### src/rtl/boost_limit_pkg.sv
// constants and carrier types for the boost limit configuration registers
package boost_limit_pkg;
  // ****************************************
  // register map
  // ****************************************
  localparam logic [7:0] OFS_FLOOR = 8'h02;
  localparam logic [7:0] OFS_CEILING = 8'h03;
  localparam logic [7:0] OFS_LIMIT = 8'h04;
  localparam logic [7:0] OFS_STATUS = 8'h05;
  // ****************************************
  // reset values and fields
  // ****************************************
  localparam logic [4:0] FLOOR_RESET = 5'h06;
  localparam logic [4:0] CEILING_RESET = 5'h0f;
  localparam logic [3:0] LIMIT_CODE_RESET = 4'hd;
  localparam logic [3:0] LIMIT_CODE_MIN = 4'h8;
  localparam int LIMIT_OFF_POS = 5;
  localparam int SOFT_START_POS = 4;
  localparam int STATUS_FLAG_POS = 2;
  // voltage code: 2850 mV base, 50 mV step; current code: 1500 mA at code 8, 500 mA step
  localparam logic [12:0] VOLT_BASE_MV = 13'h0b22;
  localparam logic [12:0] VOLT_STEP_MV = 13'h0032;
  localparam logic [12:0] CURR_BASE_MA = 13'h05dc;
  localparam logic [12:0] CURR_STEP_MA = 13'h01f4;
  localparam logic [12:0] SOFT_START_MA = 13'h04e2;
  // ****************************************
  // timing
  // ****************************************
  localparam int CLK_HZ = 50000000;
  localparam int HIT_TIME_US = 1500;
  localparam int HIT_CYCLES = CLK_HZ / 1000000 * HIT_TIME_US;
  // ****************************************
  // carriers
  // ****************************************
  typedef struct packed {
    logic write;
    logic read;
    logic [7:0] addr;
    logic [7:0] wdata;
  } reg_req_s;
  typedef struct packed {
    logic [12:0] floor_mv;
    logic [12:0] ceiling_mv;
    logic limit_enable;
    logic [12:0] limit_ma;
    logic [12:0] soft_start_ma;
  } reg_cfg_s;
endpackage
### src/rtl/boost_limit_config_regs.sv
// register bank holding voltage targets and current limit settings of the boost regulator
`timescale 1ns/1ps
module boost_limit_config_regs #(
  parameter int HIT_CYCLES = boost_limit_pkg::HIT_CYCLES
) (
  // clock and reset
  input wire logic clk_i,
  input wire logic resetn_i,
  // register access from the i2c transport
  input wire boost_limit_pkg::reg_req_s req_i,
  output logic [7:0] rdata_o,
  // regulator side
  input wire logic boost_mode_i,
  input wire logic avg_limit_active_i,
  output boost_limit_pkg::reg_cfg_s cfg_o
);
  // ****************************************
  // storage
  // ****************************************
  logic [4:0] floor_reg;
  logic [4:0] ceiling_reg;
  logic [5:0] limit_reg;
  logic hit_flag_reg;
  logic [31:0] hit_count_reg;
  logic [7:0] rdata_reg;
  wire sel_floor = req_i.addr == boost_limit_pkg::OFS_FLOOR;
  wire sel_ceiling = req_i.addr == boost_limit_pkg::OFS_CEILING;
  wire sel_limit = req_i.addr == boost_limit_pkg::OFS_LIMIT;
  wire sel_status = req_i.addr == boost_limit_pkg::OFS_STATUS;
  // reserved low codes are refused so the limit never decodes to an undefined value
  wire code_ok = req_i.wdata[3:0] >= boost_limit_pkg::LIMIT_CODE_MIN;
  wire [3:0] code_next = code_ok ? req_i.wdata[3:0] : limit_reg[3:0];
  wire [5:0] limit_next = {req_i.wdata[boost_limit_pkg::LIMIT_OFF_POS],
    req_i.wdata[boost_limit_pkg::SOFT_START_POS], code_next};
  wire hit_done = hit_count_reg >= HIT_CYCLES - 1;
  wire hit_event = boost_mode_i && avg_limit_active_i && hit_done;
  wire status_read = req_i.read && sel_status;
  // reserved bits read back as zero
  wire [7:0] floor_word = {3'h0, floor_reg};
  wire [7:0] ceiling_word = {3'h0, ceiling_reg};
  wire [7:0] limit_word = {2'h0, limit_reg};
  // only the boost limit flag exists in the status byte, the rest reads zero
  wire [7:0] status_word = 8'(hit_flag_reg) << boost_limit_pkg::STATUS_FLAG_POS;
  wire [7:0] rdata_next = sel_floor ? floor_word :
    sel_ceiling ? ceiling_word :
    sel_limit ? limit_word :
    sel_status ? status_word : 8'h00;
  always_ff @(posedge clk_i) begin
    if (!resetn_i) begin
      floor_reg <= boost_limit_pkg::FLOOR_RESET;
      ceiling_reg <= boost_limit_pkg::CEILING_RESET;
      limit_reg <= {1'b0, 1'b1, boost_limit_pkg::LIMIT_CODE_RESET};
      rdata_reg <= 8'h00;
    end else begin
      if (req_i.write && sel_floor) floor_reg <= req_i.wdata[4:0];
      if (req_i.write && sel_ceiling) ceiling_reg <= req_i.wdata[4:0];
      if (req_i.write && sel_limit) limit_reg <= limit_next;
      if (req_i.read) rdata_reg <= rdata_next;
    end
  end
  // ****************************************
  // limit hit timer and sticky flag
  // ****************************************
  always_ff @(posedge clk_i) begin
    if (!resetn_i) begin
      hit_count_reg <= 32'h0;
      hit_flag_reg <= 1'b0;
    end else begin
      // the counter saturates, so a long hold keeps setting the flag after a read
      if (!(boost_mode_i && avg_limit_active_i)) hit_count_reg <= 32'h0;
      else if (!hit_done) hit_count_reg <= hit_count_reg + 32'h1;
      // set wins over the read clear
      if (hit_event) hit_flag_reg <= 1'b1;
      else if (status_read) hit_flag_reg <= 1'b0;
    end
  end
  assign rdata_o = rdata_reg;
  // ****************************************
  // decoded settings for the regulator
  // ****************************************
  logic [12:0] floor_mv;
  logic [12:0] ceiling_mv;
  logic [12:0] code_ma;
  assign floor_mv = 13'(boost_limit_pkg::VOLT_BASE_MV + 13'(floor_reg) * boost_limit_pkg::VOLT_STEP_MV);
  assign ceiling_mv = 13'(boost_limit_pkg::VOLT_BASE_MV + 13'(ceiling_reg) * boost_limit_pkg::VOLT_STEP_MV);
  assign code_ma = 13'(boost_limit_pkg::CURR_BASE_MA
    + 13'(limit_reg[3:0] - boost_limit_pkg::LIMIT_CODE_MIN) * boost_limit_pkg::CURR_STEP_MA);
  always_ff @(posedge clk_i) begin
    if (!resetn_i) begin
      cfg_o <= '0;
    end else begin
      cfg_o.floor_mv <= floor_mv;
      cfg_o.ceiling_mv <= ceiling_mv;
      cfg_o.limit_enable <= !limit_reg[boost_limit_pkg::LIMIT_OFF_POS];
      cfg_o.limit_ma <= code_ma;
      cfg_o.soft_start_ma <= limit_reg[boost_limit_pkg::SOFT_START_POS] ?
        boost_limit_pkg::SOFT_START_MA : code_ma;
    end
  end
  // ****************************************
  // checks
  // ****************************************
  a_floor_reset_value: assert property (@(posedge clk_i) !resetn_i |=> floor_reg == 5'h06)
    else $error("floor reset wrong");
  a_ceiling_reset_value: assert property (@(posedge clk_i) !resetn_i |=> ceiling_reg == 5'h0f)
    else $error("ceiling reset wrong");
  a_limit_reset_value: assert property (@(posedge clk_i) !resetn_i |=> limit_reg == 6'h1d)
    else $error("limit reset wrong");
  a_floor_decode_scale: assert property (@(posedge clk_i) disable iff (!resetn_i)
    floor_mv == 13'd2850 + 13'(floor_reg) * 13'd50)
    else $error("floor decode wrong");
  a_ceiling_decode_scale: assert property (@(posedge clk_i) disable iff (!resetn_i)
    ceiling_reg == 5'h01 |-> ceiling_mv == 13'd2900)
    else $error("ceiling decode wrong");
  a_limit_off_bit: assert property (@(posedge clk_i) disable iff (!resetn_i)
    req_i.write && sel_limit |=> ##1 cfg_o.limit_enable == !$past(req_i.wdata[5], 2))
    else $error("limit disable wrong");
  a_soft_start_cap: assert property (@(posedge clk_i) disable iff (!resetn_i)
    limit_reg[4] |=> cfg_o.soft_start_ma == 13'd1250)
    else $error("soft start cap wrong");
  a_soft_start_code: assert property (@(posedge clk_i) disable iff (!resetn_i)
    !limit_reg[4] && limit_reg[3:0] == 4'hf |=> cfg_o.soft_start_ma == 13'd5000)
    else $error("soft start code wrong");
  a_hit_flag_set: assert property (@(posedge clk_i) disable iff (!resetn_i)
    hit_event |=> hit_flag_reg)
    else $error("hit flag not set");
  a_hit_flag_cause: assert property (@(posedge clk_i) disable iff (!resetn_i)
    $rose(hit_flag_reg) |-> $past(boost_mode_i && avg_limit_active_i))
    else $error("hit flag without cause");
  // ****************************************
  // checks: register writes
  // ****************************************
  a_floor_write_lands: assert property (@(posedge clk_i) disable iff (!resetn_i)
    req_i.write && sel_floor
    |=> floor_reg == $past(req_i.wdata[4:0]))
    else $error("floor write lost");
  a_ceiling_write_lands: assert property (@(posedge clk_i) disable iff (!resetn_i)
    req_i.write && sel_ceiling
    |=> ceiling_reg == $past(req_i.wdata[4:0]))
    else $error("ceiling write lost");
  a_limit_code_take: assert property (@(posedge clk_i) disable iff (!resetn_i)
    req_i.write && sel_limit && req_i.wdata[3:0] >= 4'h8
    |=> limit_reg[3:0] == $past(req_i.wdata[3:0]))
    else $error("limit code write lost");
  a_limit_code_keep: assert property (@(posedge clk_i) disable iff (!resetn_i)
    req_i.write && sel_limit && req_i.wdata[3:0] < 4'h8
    |=> limit_reg[3:0] == $past(limit_reg[3:0]))
    else $error("reserved limit code stored");
  a_limit_bits_take: assert property (@(posedge clk_i) disable iff (!resetn_i)
    req_i.write && sel_limit
    |=> limit_reg[5:4] == $past(req_i.wdata[5:4]))
    else $error("limit control bits lost");
  // ****************************************
  // checks: decoded settings
  // ****************************************
  a_ceiling_decode_full: assert property (@(posedge clk_i) disable iff (!resetn_i)
    1'b1
    |-> ceiling_mv == 13'd2850 + 13'(ceiling_reg) * 13'd50)
    else $error("ceiling scale wrong");
  a_limit_code_low: assert property (@(posedge clk_i) disable iff (!resetn_i)
    limit_reg[3:0] == 4'h8
    |-> code_ma == 13'd1500)
    else $error("lowest limit code wrong");
  a_limit_code_high: assert property (@(posedge clk_i) disable iff (!resetn_i)
    limit_reg[3:0] == 4'hf
    |-> code_ma == 13'd5000)
    else $error("highest limit code wrong");
  a_limit_enable_on: assert property (@(posedge clk_i) disable iff (!resetn_i)
    !limit_reg[5]
    |=> cfg_o.limit_enable)
    else $error("limit not enabled");
  a_limit_enable_off: assert property (@(posedge clk_i) disable iff (!resetn_i)
    limit_reg[5]
    |=> !cfg_o.limit_enable)
    else $error("limit not disabled");
  a_soft_start_follow: assert property (@(posedge clk_i) disable iff (!resetn_i)
    !limit_reg[4]
    |=> cfg_o.soft_start_ma == $past(code_ma))
    else $error("soft start ignores limit code");
  a_floor_out_follow: assert property (@(posedge clk_i) disable iff (!resetn_i)
    1'b1
    |=> cfg_o.floor_mv == $past(floor_mv))
    else $error("floor output stale");
  // ****************************************
  // checks: status flag and readback
  // ****************************************
  a_hit_flag_clear: assert property (@(posedge clk_i) disable iff (!resetn_i)
    status_read && !hit_event
    |=> !hit_flag_reg)
    else $error("hit flag not cleared");
  a_hit_flag_hold: assert property (@(posedge clk_i) disable iff (!resetn_i)
    !hit_event && !status_read
    |=> hit_flag_reg == $past(hit_flag_reg))
    else $error("hit flag changed alone");
  a_hit_count_clear: assert property (@(posedge clk_i) disable iff (!resetn_i)
    !(boost_mode_i && avg_limit_active_i)
    |=> hit_count_reg == 32'h0)
    else $error("hit timer not cleared");
  a_status_readback: assert property (@(posedge clk_i) disable iff (!resetn_i)
    status_read
    |=> rdata_o[2] == $past(hit_flag_reg))
    else $error("status readback wrong");
  a_floor_readback: assert property (@(posedge clk_i) disable iff (!resetn_i)
    req_i.read && sel_floor
    |=> rdata_o == {3'h0, $past(floor_reg)})
    else $error("floor readback wrong");
  a_ceiling_readback: assert property (@(posedge clk_i) disable iff (!resetn_i)
    req_i.read && sel_ceiling
    |=> rdata_o == {3'h0, $past(ceiling_reg)})
    else $error("ceiling readback wrong");
  a_limit_readback: assert property (@(posedge clk_i) disable iff (!resetn_i)
    req_i.read && sel_limit
    |=> rdata_o == {2'h0, $past(limit_reg)})
    else $error("limit readback wrong");
endmodule

### config.mk
export PLATFORM = sky130hd
export DESIGN_NAME = boost_limit_config_regs
export DESIGN_NICKNAME = d
export VERILOG_FILES = /design/src/rtl/boost_limit_pkg.sv /design/src/rtl/boost_limit_config_regs.sv
export SDC_FILE = /design/constraint.sdc
export NUM_CORES = 1
export LEC_CHECK = 0
export ABC_AREA = 1
export BUFFER_PORTS_ARGS = -buffer_cell sky130_fd_sc_hd__buf_4
export CORE_ASPECT_RATIO = 1.1
export CORE_MARGIN = 5
export CORE_UTILIZATION = 55
export DETAILED_ROUTE_END_ITERATION = 12
export PLACE_DENSITY = 0.74
export REMOVE_ABC_BUFFERS = 1
export SLEW_MARGIN = 20
export SYNTH_ARGS = -nofsm -noshare
export SYNTH_HDL_FRONTEND = slang
export SYNTH_SLANG_ARGS = --single-unit
### constraint.sdc
create_clock -name clk_i -period 10.9 [get_ports clk_i]
set_input_delay 2.725 -clock clk_i [delete_from_list [all_inputs] [get_ports clk_i]]
set_output_delay 2.725 -clock clk_i [all_outputs]
set_load 0.01 [all_outputs]
-- Yosys cells after proc, flatten, opt, wreduce, memory -nomap -nowiden
Cells that the tools add are included.
- add/sub/neg operators: 5
- $mul: 3
- div/mod/pow operators: 0
- magnitude comparators: 2
- eq/ne operators: 4
- shift-type cells: 0
- multiplexer cells: 7
- bitwise gates (word level): 1
- reductions and logical operators: 11
- operator list (kind ; number):
    $add A32 B1 Y32 const B ; 1
    $ge A32 B17 Y1 const B ; 1
    $add A12 B11 Y13 const A ; 2
    $mul A5 B5 Y10 const B ; 2
    $mux W6 ; 3
    $eq A8 B2 Y1 const B ; 2
    $eq A8 B3 Y1 const B ; 2
    $add A11 B13 Y13 const A ; 1
    $mul A13 B7 Y11 const B ; 1
    $mux W11 ; 1
    $logic_and A1 B1 Y1 ; 6
    $sub A4 B4 Y5 const B ; 1
    $ge A4 B4 Y1 const B ; 1
    $reduce_and A2 Y1 ; 2
    $mux W3 ; 1
    $mux W1 ; 2
    $reduce_bool A2 Y1 ; 1
    $reduce_or A2 Y1 ; 1
    $logic_not A1 Y1 ; 1
    $not A1 Y1 ; 1
- register bits after elaboration: 110
- bits in latches: 0
- RAM bits: 0
- ROM bits: 0
- input port bits: 22
- output and inout port bits: 61
- word-level logic and storage cells: 46
- memories kept: 0

-- Logic depth before layout (Yosys ltp)
Gate-level depths: netlist of run 1.
- depth after elaboration: 5
- mapped depth: 23
- gate-level depth less buffers: 22

-- Worst setup path after synthesis of run 1
OpenSTA, ideal clock, no wires.
- path kind: register to register
- start: register limit_reg[3]
- end: register cfg_o[25] in the netlist's numbering
- setup time: 132 ps
- data arrival time: 3600 ps
- data required time: 10768 ps
- path slack: 7169 ps
- stages on the path, launching flop included: 19
- buffers on the path: 1
- period minus slack after synthesis: 3731 ps
- path through: dfxtp_1 buf_2 inv_1 ha_1 inv_1 ha_1 inv_1 fa_1 inv_1 fa_1 ha_1 xor2_1 nor2_1 nand2_1 nand2_1 nand2_1 nand2_1 nand3_1 a21oi_1
- cells in the longest elaborated chain, start to end: 3
- RTL lines (item ; line ; source):
    start: declaration ; boost_limit_config_regs.sv:22 ; logic [5:0] limit_reg;
    start signal: assignment ; boost_limit_config_regs.sv:52 ; limit_reg <= {1'b0, 1'b1, boost_limit_pkg::LIMIT_CODE_RESET};
    start signal: assignment ; boost_limit_config_regs.sv:57 ; if (req_i.write && sel_limit) limit_reg <= limit_next;
    $sub A4 B4 Y5 ; boost_limit_config_regs.sv:87 ; + 13'(limit_reg[3:0] - boost_limit_pkg::LIMIT_CODE_MIN) * boost_limit_pkg::CURR_STEP_MA);
    $mul A13 B7 Y11 ; boost_limit_config_regs.sv:87 ;
    $add A11 B13 Y13 ; boost_limit_config_regs.sv:87 ;
    end: declaration ; boost_limit_config_regs.sv:15 ; output boost_limit_pkg::reg_cfg_s cfg_o
Every way passes these cells.
A chain may end at the register's enable or synchronous reset.

==> qor.txt, run 1 <==
Total power: 0.785 mW
Die Ht: 118 µm
Status: finished clean
Synth Cell Area: 5860 µm²
Diode count: 0
Inst Count DP: 976
Final Cycle Share: 38.9%
Max reg flops: 48
Largest area contributor in the netlist: dfxtp_1
Synth cell count leaders: 159 x nand2_1, 113 x inv_1, 103 x dfxtp_1
1st-iter DRT viols: 230
Register area share after synthesis: 35.2%
Yosys warning count: 0
Worst path required time: 11.18 ns
Die X: 108 µm
Setup ws final: 6.66 ns
Num CTS Buffers: 9
Post-synth EDFFs: 0
Post-CTS Setup Bufs: 0
Maxcap violations: 0
DR vias/cell: 5.08
Fin Setup TNS: 0 ns
Post-synth ARST share: 0%
Mean Syn Cell Area: 7.56 µm²
DRT Wirelength: 12800 µm
Top FF cell, synth: dfxtp_1
Worst Hold Class: reg -> reg
R2R depth: 17
CP startpoint kind: primary input
Initial Utilization: 56.4%
Hold Crit Start: hit_count_reg[18]
Clock slew at reported path FFs: 0.07 ns
First-pass GRT wire length: 21600 µm
WS Path Type: in -> reg
Non-Filler Instances: 990
Clock Skew: 0.00960 ns
Leading cell types by total area after synthesis: dfxtp_1 35%, ha_1 13%, nand2_1 10%, inv_1 7.2%, nor2_1 5.6%
Nets: 936
Clock buffer depth: 2
CTS tree: yes
Die area: 12800 µm²
Hold Path Depth: 2
Crit. End Element: register
Root buffer selected by CTS: clkbuf_16
Reg2reg setup slack: 6.66 ns
Max IR drop VDD: 69.1 µV
Hold EP: hit_count_reg[18]
Gate Count Post-Synth: 775
# setup viols final: 0
Syn-to-layout area delta: 16.5%
Post-synth top area share: 35.2%
WP data arrival: 4.53 ns
Post-CTS Hold Buffers: 0
Congestion Overflow GR: 0
CTS Sinks: 103
PwrDens: 115 nW/µm²
Initial antenna violation count: 0
Reg2reg end: cfg_o[25]
Drt drc: 0
Static leakage: 3.34 nW
Vias in the first global route: 4897
Core area: 10400 µm²
Largest net degree at the start of global routing: 35
CTS H-tree lvls: 3
RSZ-0062 raised after global routing: false
Worst r2r src: limit_reg[3]
Boundary Pins: 83
Placer congestion estimate: 0.925
Max Fclk: 236 MHz
Crit path launch: resetn_i
Drt pass-1 iters: 5
Slew margin rel.: 30.6%
Final Max Slew Viols: 0
Cell variety after synth: 35
Standard-cell row count: 39
GRT Overall Usage: 20.4%
Final Hold Vio Count: 0
Pre-CTS setup slack: 6.59 ns
Post-CTS sizing: 0
Final HPWL from detailed placement: 9770 µm
Vias: 5027
#FFs+latches synth: 103
Top-count cell post-synth: nand2_1
ANT nets after route: 0
Transition time of the tightest slew-check pin: 1.03 ns
Crit Path Max Fanout: 34
Post-route minimum period: 4.24 ns
IO buf count: 73
Share of cells above drive strength 1: 13.0%
Routed length per placed instance: 12.9 µm
Clk_lat worst skew: 0.34 ns
-- metrics by stage --
step                hold WS [ns]  util, %  cell area (µm²)
finish                     0.439     65.7             6830
global placement           0.423     62.5             6490
global route               0.449     65.7             6830
detailed placement         0.427     62.5             6490
floorplan                  0.410        -             5760
CTS                        0.443     65.7             6830
-- power breakdown --
group	internal [mW]	switching, mW	leakage (nW)
logic	0.0180	0.0240	2.33
clock network	0.228	0.130	0.164
registers	0.383	0.00242	0.839
-- critical path: stages --
cell      delay [ns]
buf_4           0.31
clkinv_1        0.92
a21oi_1         0.39
o21a_1          0.16
-- worst max path at each step --
| stage | end | cells after the start |
|---|---|---|
| after detailed placement | cfg_o[25] | 17 |
| after floorplan | hit_count_reg[0] | 4 |
| after CTS | cfg_o[25] | 17 |
| after global routing | cfg_o[25] | 17 |
| final | cfg_o[33] | 4 |
| after global placement | cfg_o[25] | 17 |
-- cell type report --
class	count	area, µm²
repair buffers	74	556
inverters	116	435
well taps	143	179
fillers	901	3560
clock inverters	4	95.1
flip-flops and latches	103	2060
clock buffers	10	239
multi-input cells	540	3260
-- placed cells by master, fill, tap and decap left out, types with 2 or more instances in the layout --
master,instances
inv_1,112
inv_2,3
a21oi_2,10
nand2_1,159
nand3_1,63
a21oi_1,36
conb_1,7
clkbuf_16,9
o21bai_1,2
o21ai_0,20
a31oi_1,7
or2_1,2
buf_4,74
xor2_1,22
xnor2_1,10
nor3_1,6
a21o_1,3
or2_2,3
nor2_1,87
nand4_1,18
bufinv_16,3
ha_1,59
o21a_1,3
fa_1,11
dfxtp_1,103
o21ai_2,2
o211ai_1,4
-- routing by layer --
metal / part of all wire (%) / wire length [µm] / up-vias / GRT usage, %
met5: 0 / 0 / - / 0
met4: 0.90 / 115 / 0 / 5.13
met3: 3.9 / 500 / 10 / 3.54
met2: 51 / 6560 / 81 / 36.6
met1: 44 / 5580 / 2330 / 24.9
li1: - / - / 2606 / -
-- cell families after synthesis --
family                     after synthesis  synth area share (%)
other                                    1                0.0640
and+or+nand+nor                        343                  25.1
DFF                                    103                  35.2
adders and majority gates               70                  16.4
buffers and inverters                  138                  9.54
AOI/OAI and AO/OA                       88                  8.94
xor gates and xnor gates                32                  4.78
Note: power is estimated with default switching activity, not from simulation.
==> inputs of run 2 (changes only) <==
Clock period 10.9 ns to 4.4 ns, I/O delays scaled along.
==> run 2 against run 1 <==
Effect of this change:
- register-to-register slack got worse by 6.1 ns
- final area fell by 0.46%
- non-clock buffer count rose by 2
- first-iteration DRC count rose by 7.0%
- hold slack improved by 0.0013 ns
- sequential cell count did not move
- via count barely moved
- clock skew fell by 0.0017 ns
- routed wire length fell by 0.13%
- count of clock-buffer cells in the layout rose by 1
- largest cell class unchanged
==> qor.txt, run 2 (same netlist as run 1, synthesis figures left out) <==
Fin Setup TNS: 0 ns
Drt pass-1 iters: 4
Core area: 10400 µm²
Worst hold margin: 0.440 ns
Die X: 108 µm
Maxcap violations: 0
Boundary Pins: 83
1st-iter DRT viols: 246
WS Path Type: reg -> reg
Post-CTS Setup Bufs: 0
Num CTS Buffers: 9
Nets: 938
Slew margin rel.: 29.0%
Total power: 1.83 mW
Post-CTS Hold Buffers: 0
Worst Hold Class: reg -> reg
Max reg flops: 48
Die Ht: 118 µm
Initial Utilization: 56.4%
CTS tree: yes
RSZ-0062 raised after global routing: false
Most common cell after layout, fill and taps aside: nand2_1
CTS Sinks: 103
WP data arrival: 4.01 ns
Syn-to-layout area delta: 16.0%
CTS H-tree lvls: 3
# setup viols final: 0
Fill cells: 916
Placer congestion estimate: 0.914
Inst Count DP: 978
Setup ws final: 0.563 ns
Initial antenna violation count: 0
Final Hold Vio Count: 0
IO buf count: 73
Final Cycle Share: 87.2%
Pre-CTS setup slack: 0.531 ns
Crit. End Element: register
Root buffer selected by CTS: clkbuf_16
Vias: 5028
Clock buffer depth: 2
Reg2reg setup slack: 0.56 ns
Congestion Overflow GR: 0
Clock slew at reported path FFs: 0.06 ns
Die area: 12800 µm²
Worst path required time: 4.57 ns
Post-CTS sizing: 0
ANT nets after route: 0
Final HPWL from detailed placement: 9910 µm
Clock Skew: 0.00793 ns
Diode count: 0
Max IR drop VDD: 182 µV
CP startpoint kind: register
First-pass GRT wire length: 22000 µm
DR vias/cell: 5.07
Max Fclk: 261 MHz
Transition time of the tightest slew-check pin: 1.06 ns
Status: finished clean
Post-route minimum period: 3.84 ns
Most frequent cells in the layout: 159 x nand2_1, 113 x inv_1, 103 x dfxtp_1
Largest net degree at the start of global routing: 35
Clk_lat worst skew: 0.34 ns
GRT Overall Usage: 20.8%
Vias in the first global route: 4960
Final Max Slew Viols: 0
Share of cells above drive strength 1: 13.1%
Non-Filler Instances: 992
DRT Wirelength: 12700 µm
Drt drc: 0
Standard-cell row count: 39
Static leakage: 3.32 nW
Crit Path Max Fanout: 8
PwrDens: 270 nW/µm²
Routed length per placed instance: 12.8 µm
[run 2: per-stage QoR]
| step | area [µm²] | util [%] |
|---|---|---|
| after CTS | 6800 | 65.4 |
| after global routing | 6800 | 65.4 |
| after global placement | 6510 | 62.6 |
| final | 6800 | 65.4 |
| after floorplan | 5760 | - |
| after detailed placement | 6510 | 62.6 |
[run 2: power by group]
group | switching, mW | total (mW) | internal, mW | leakage (nW)
sequential | 0.00634 | 0.955 | 0.949 | 0.839
combinational | 0.0589 | 0.103 | 0.0446 | 2.35
clock | 0.324 | 0.775 | 0.450 | 0.134
[run 2: final timing paths]
check	startpoint	to	cells past startpoint
setup / recovery	limit_reg[0]	cfg_o[25]	16
hold / removal	hit_count_reg[20]	hit_count_reg[20]	2
setup reg to reg	limit_reg[0]	cfg_o[25]	16
hold reg to reg	hit_count_reg[20]	hit_count_reg[20]	2
[run 2: layer usage]
layer	GRT usage (%)	part of all wire (%)	vias up
met5	0	0	-
met4	7.81	2.0	0
met3	3.65	5.1	23
met2	35.9	49	101
met1	25.6	44	2292
li1	-	-	2612
[run 2: area by class of cell]
type	count	area [µm²]	area share (%)
repair buffers	76	571	8.39
inverters	116	435	6.41
well taps	143	179	2.63
clock inverters	3	45.0	0.663
clock buffers	11	243	3.57
flip-flops and latches	103	2060	30.3
multi-input cells	540	3260	48.0
[run 2: worst max-delay path: stages (launching register included)]
cell,delay [ns]
dfxtp_1,0.52
inv_1,0.13
ha_1,0.39
ha_1,0.31
inv_1,0.05
fa_1,0.52
inv_1,0.05
fa_1,0.45
ha_1,0.38
xor2_1,0.27
nor2_1,0.12
nand2_1,0.10
nand2_1,0.07
nand2_1,0.10
nand2_1,0.06
nand3_1,0.08
a21oi_1,0.07
==> inputs of run 3 (changes only) <==
Settings changed: ABC_AREA 1 to default, PLACE_DENSITY 0.74 to 0.79.
==> run 3 against run 2 <==
Effect of this change:
- synthesized area shrank 7.6%
- first-iteration DRC count is 4.5% higher
- final area fell by 8.0%
- via count decreased by 18%
- sequential share of layout area increased by 2.7 points
- critical path depth unchanged
- global-route usage shrank 2.3 points
- critical endpoint unchanged
- largest cell class unchanged
- highest routed layer unchanged
==> qor.txt, run 3 <==
DR vias/cell: 5.33
Routed length per placed instance: 14.1 µm
First-pass GRT wire length: 18400 µm
Clock buffer depth: 2
Maxcap violations: 0
Critical Path Most Common Cell: inv_1
Yosys warning count: 0
#FFs+latches synth: 103
Clock share of power: 34.6%
Num CTS Buffers: 9
Final HPWL from detailed placement: 8400 µm
Slew margin rel.: 55.1%
RSZ-0062 raised after global routing: false
Diode count: 0
Reg2reg end: cfg_o[25]
CTS Sinks: 103
Clk_lat worst skew: 0.38 ns
Die X: 105 µm
Area of the multi-input gates: 3140 µm²
Largest area contributor in the netlist: dfxtp_1
Post-synth EDFFs: 0
Cell variety after synth: 59
Syn-to-layout area delta: 15.4%
Post-synth top area share: 38.1%
Dpl cell area: 6060 µm²
Hold EP: cfg_o[26]
Post-synth ARST share: 0%
Vias: 4122
Gate Count Post-Synth: 574
Die area: 11900 µm²
Top-count cell post-synth: dfxtp_1
Max stage delay on crit path: 0.52 ns
Leading cell types by total area after synthesis: dfxtp_1 38%, ha_1 14%, xnor2_1 5.0%, nor2_1 5.0%, fa_1 4.1%
Inst Count DP: 757
Register area: 2070 µm²
Core area: 9750 µm²
Worst r2r src: limit_reg[2]
Crit. End Element: register
Fill cells: 803
Drt pass-1 iters: 4
IO buf count: 73
Post-CTS Setup Bufs: 0
GRT Overall Usage: 18.6%
Fin Setup TNS: 0 ns
Register area share after synthesis: 38.1%
Crit Path Max Fanout: 7
Post-CTS Hold Buffers: 0
P_sw: 0.396 mW
Synth cell count leaders: 103 x dfxtp_1, 72 x nor2_1, 59 x ha_1
Mean Syn Cell Area: 9.44 µm²
Worst path required time: 4.70 ns
R2R depth: 16
Standard-cell row count: 38
Initial Utilization: 55.6%
Sequential power share: 59.4%
Slowest cell on the critical path: fa_1
1st-iter DRT viols: 257
Clock slew at reported path FFs: 0.10 ns
PwrDens: 256 nW/µm²
Pint: 1.20 mW
Combinational Power Share: 6.0%
Placer congestion estimate: 0.836
Final design utilization: 64.1%
Vias in the first global route: 4047
Hold Crit Start: limit_reg[5]
Congestion Overflow GR: 0
Max reg flops: 48
Final instance area: 6250 µm²
CP startpoint kind: register
Post-route minimum period: 4.13 ns
Root buffer selected by CTS: clkbuf_8
CTS tree: yes
Worst Hold Class: reg -> reg
Max Fclk: 242 MHz
Drt drc: 0
Most frequent cells in the layout: 101 x dfxtp_1, 79 x buf_4, 72 x nor2_1
Boundary Pins: 83
CTS H-tree lvls: 3
Nets: 740
Largest net degree at the start of global routing: 29
ANT nets after route: 0
Worst-path cell chain: inv_1 -> ha_1 -> inv_1 -> ha_1 -> inv_1 -> fa_1 -> inv_1 -> fa_1 -> ha_1 -> a21oi_1 -> nand2_1 -> a311oi_2 -> xnor2_1 -> a21oi_1 -> or3_1 -> a21oi_1
Reg2reg setup slack: 0.27 ns
Post-CTS sizing: 0
WP data arrival: 4.43 ns
Synth Cell Area: 5420 µm²
Share of cells above drive strength 1: 16.5%
Non-Filler Instances: 773
DRT Wirelength: 10900 µm
Top FF cell, synth: dfxtp_1
Most common cell after layout, fill and taps aside: dfxtp_1
Status: finished clean
Initial antenna violation count: 0
Hold Path Depth: 1
Final Cycle Share: 94.0%
Sw frac: 24.8%
Transition time of the tightest slew-check pin: 0.671 ns
Final Max Slew Viols: 0
WS Path Type: reg -> reg
Clock Skew: 0.0124 ns
Max IR drop VDD: 181 µV
Static leakage: 2.86 nW
# setup viols final: 0
Final Hold Vio Count: 0
Die Ht: 114 µm
## run 3: metal layers
| metal | share of wire [%] | up-vias | track usage [%] |
|---|---|---|---|
| li1 | - | 2088 | - |
| met1 | 42 | 1900 | 22.3 |
| met2 | 50 | 112 | 33.0 |
| met3 | 6.6 | 22 | 4.23 |
| met4 | 1.8 | 0 | 6.14 |
| met5 | 0 | - | 0 |
## run 3: cells by family after synthesis
logic type / count (synthesis) / share of synthesized area (%)
other: 1 / 0.0692
adders and majority gates: 70 / 17.7
muxes: 12 / 2.22
AOI/OAI and AO/OA: 64 / 8.13
buffers and inverters: 55 / 4.53
and+or+nand+nor: 215 / 20.6
DFF: 103 / 38.1
xor gates and xnor gates: 54 / 8.73
## run 3: critical path: cells and delay by family, from the launching register on
kind | cells | cell delay, ns
AOI/OAI and AO/OA | 4 | 0.78
xor gates and xnor gates | 1 | 0.22
adders and majority gates | 5 | 1.92
buffers and inverters | 4 | 0.21
DFF | 1 | 0.41
and+or+nand+nor | 2 | 0.51
## run 3: power groups by stage
| stage | sequential (mW) | clock [mW] | combinational [mW] |
|---|---|---|---|
| floorplan | 0.980 | 0 | 0.0356 |
| global placement | 0.973 | 0 | 0.0948 |
| detailed placement | 0.974 | 0 | 0.0965 |
| CTS | 0.952 | 0.564 | 0.0969 |
| global route | 0.953 | 0.592 | 0.106 |
| finish | 0.951 | 0.553 | 0.0963 |
## run 3: metrics by stage
| step | setup slack [ns] | total power, mW | hold WS [ns] |
|---|---|---|---|
| 2_1_floorplan | 0.0291 | 1.02 | 0.413 |
| 3_3_place_gp | 0.208 | 1.07 | 0.439 |
| 3_5_place_dp | 0.0619 | 1.07 | 0.444 |
| 4_1_cts | 0.0396 | 1.61 | 0.470 |
| 5_1_grt | 0.0172 | 1.65 | 0.481 |
| 6_report | 0.266 | 1.60 | 0.469 |
## run 3: worst max-delay path by stage
| stage | start | endpoint | cells past startpoint |
|---|---|---|---|
| 2_1_floorplan | limit_reg[3] | cfg_o[25] | 16 |
| 3_3_place_gp | limit_reg[2] | cfg_o[25] | 16 |
| 3_5_place_dp | limit_reg[2] | cfg_o[25] | 16 |
| 4_1_cts | limit_reg[2] | cfg_o[25] | 16 |
| 5_1_grt | limit_reg[2] | cfg_o[25] | 16 |
| 6_report | limit_reg[2] | cfg_o[25] | 16 |
## run 3: cell type report
class	instances	share of cell area, %
flip-flops and latches	103	33.1
well taps	120	2.40
inverters	33	1.98
repair buffers	79	9.49
clock buffers	10	2.04
multi-input cells	422	50.2
clock inverters	6	0.821
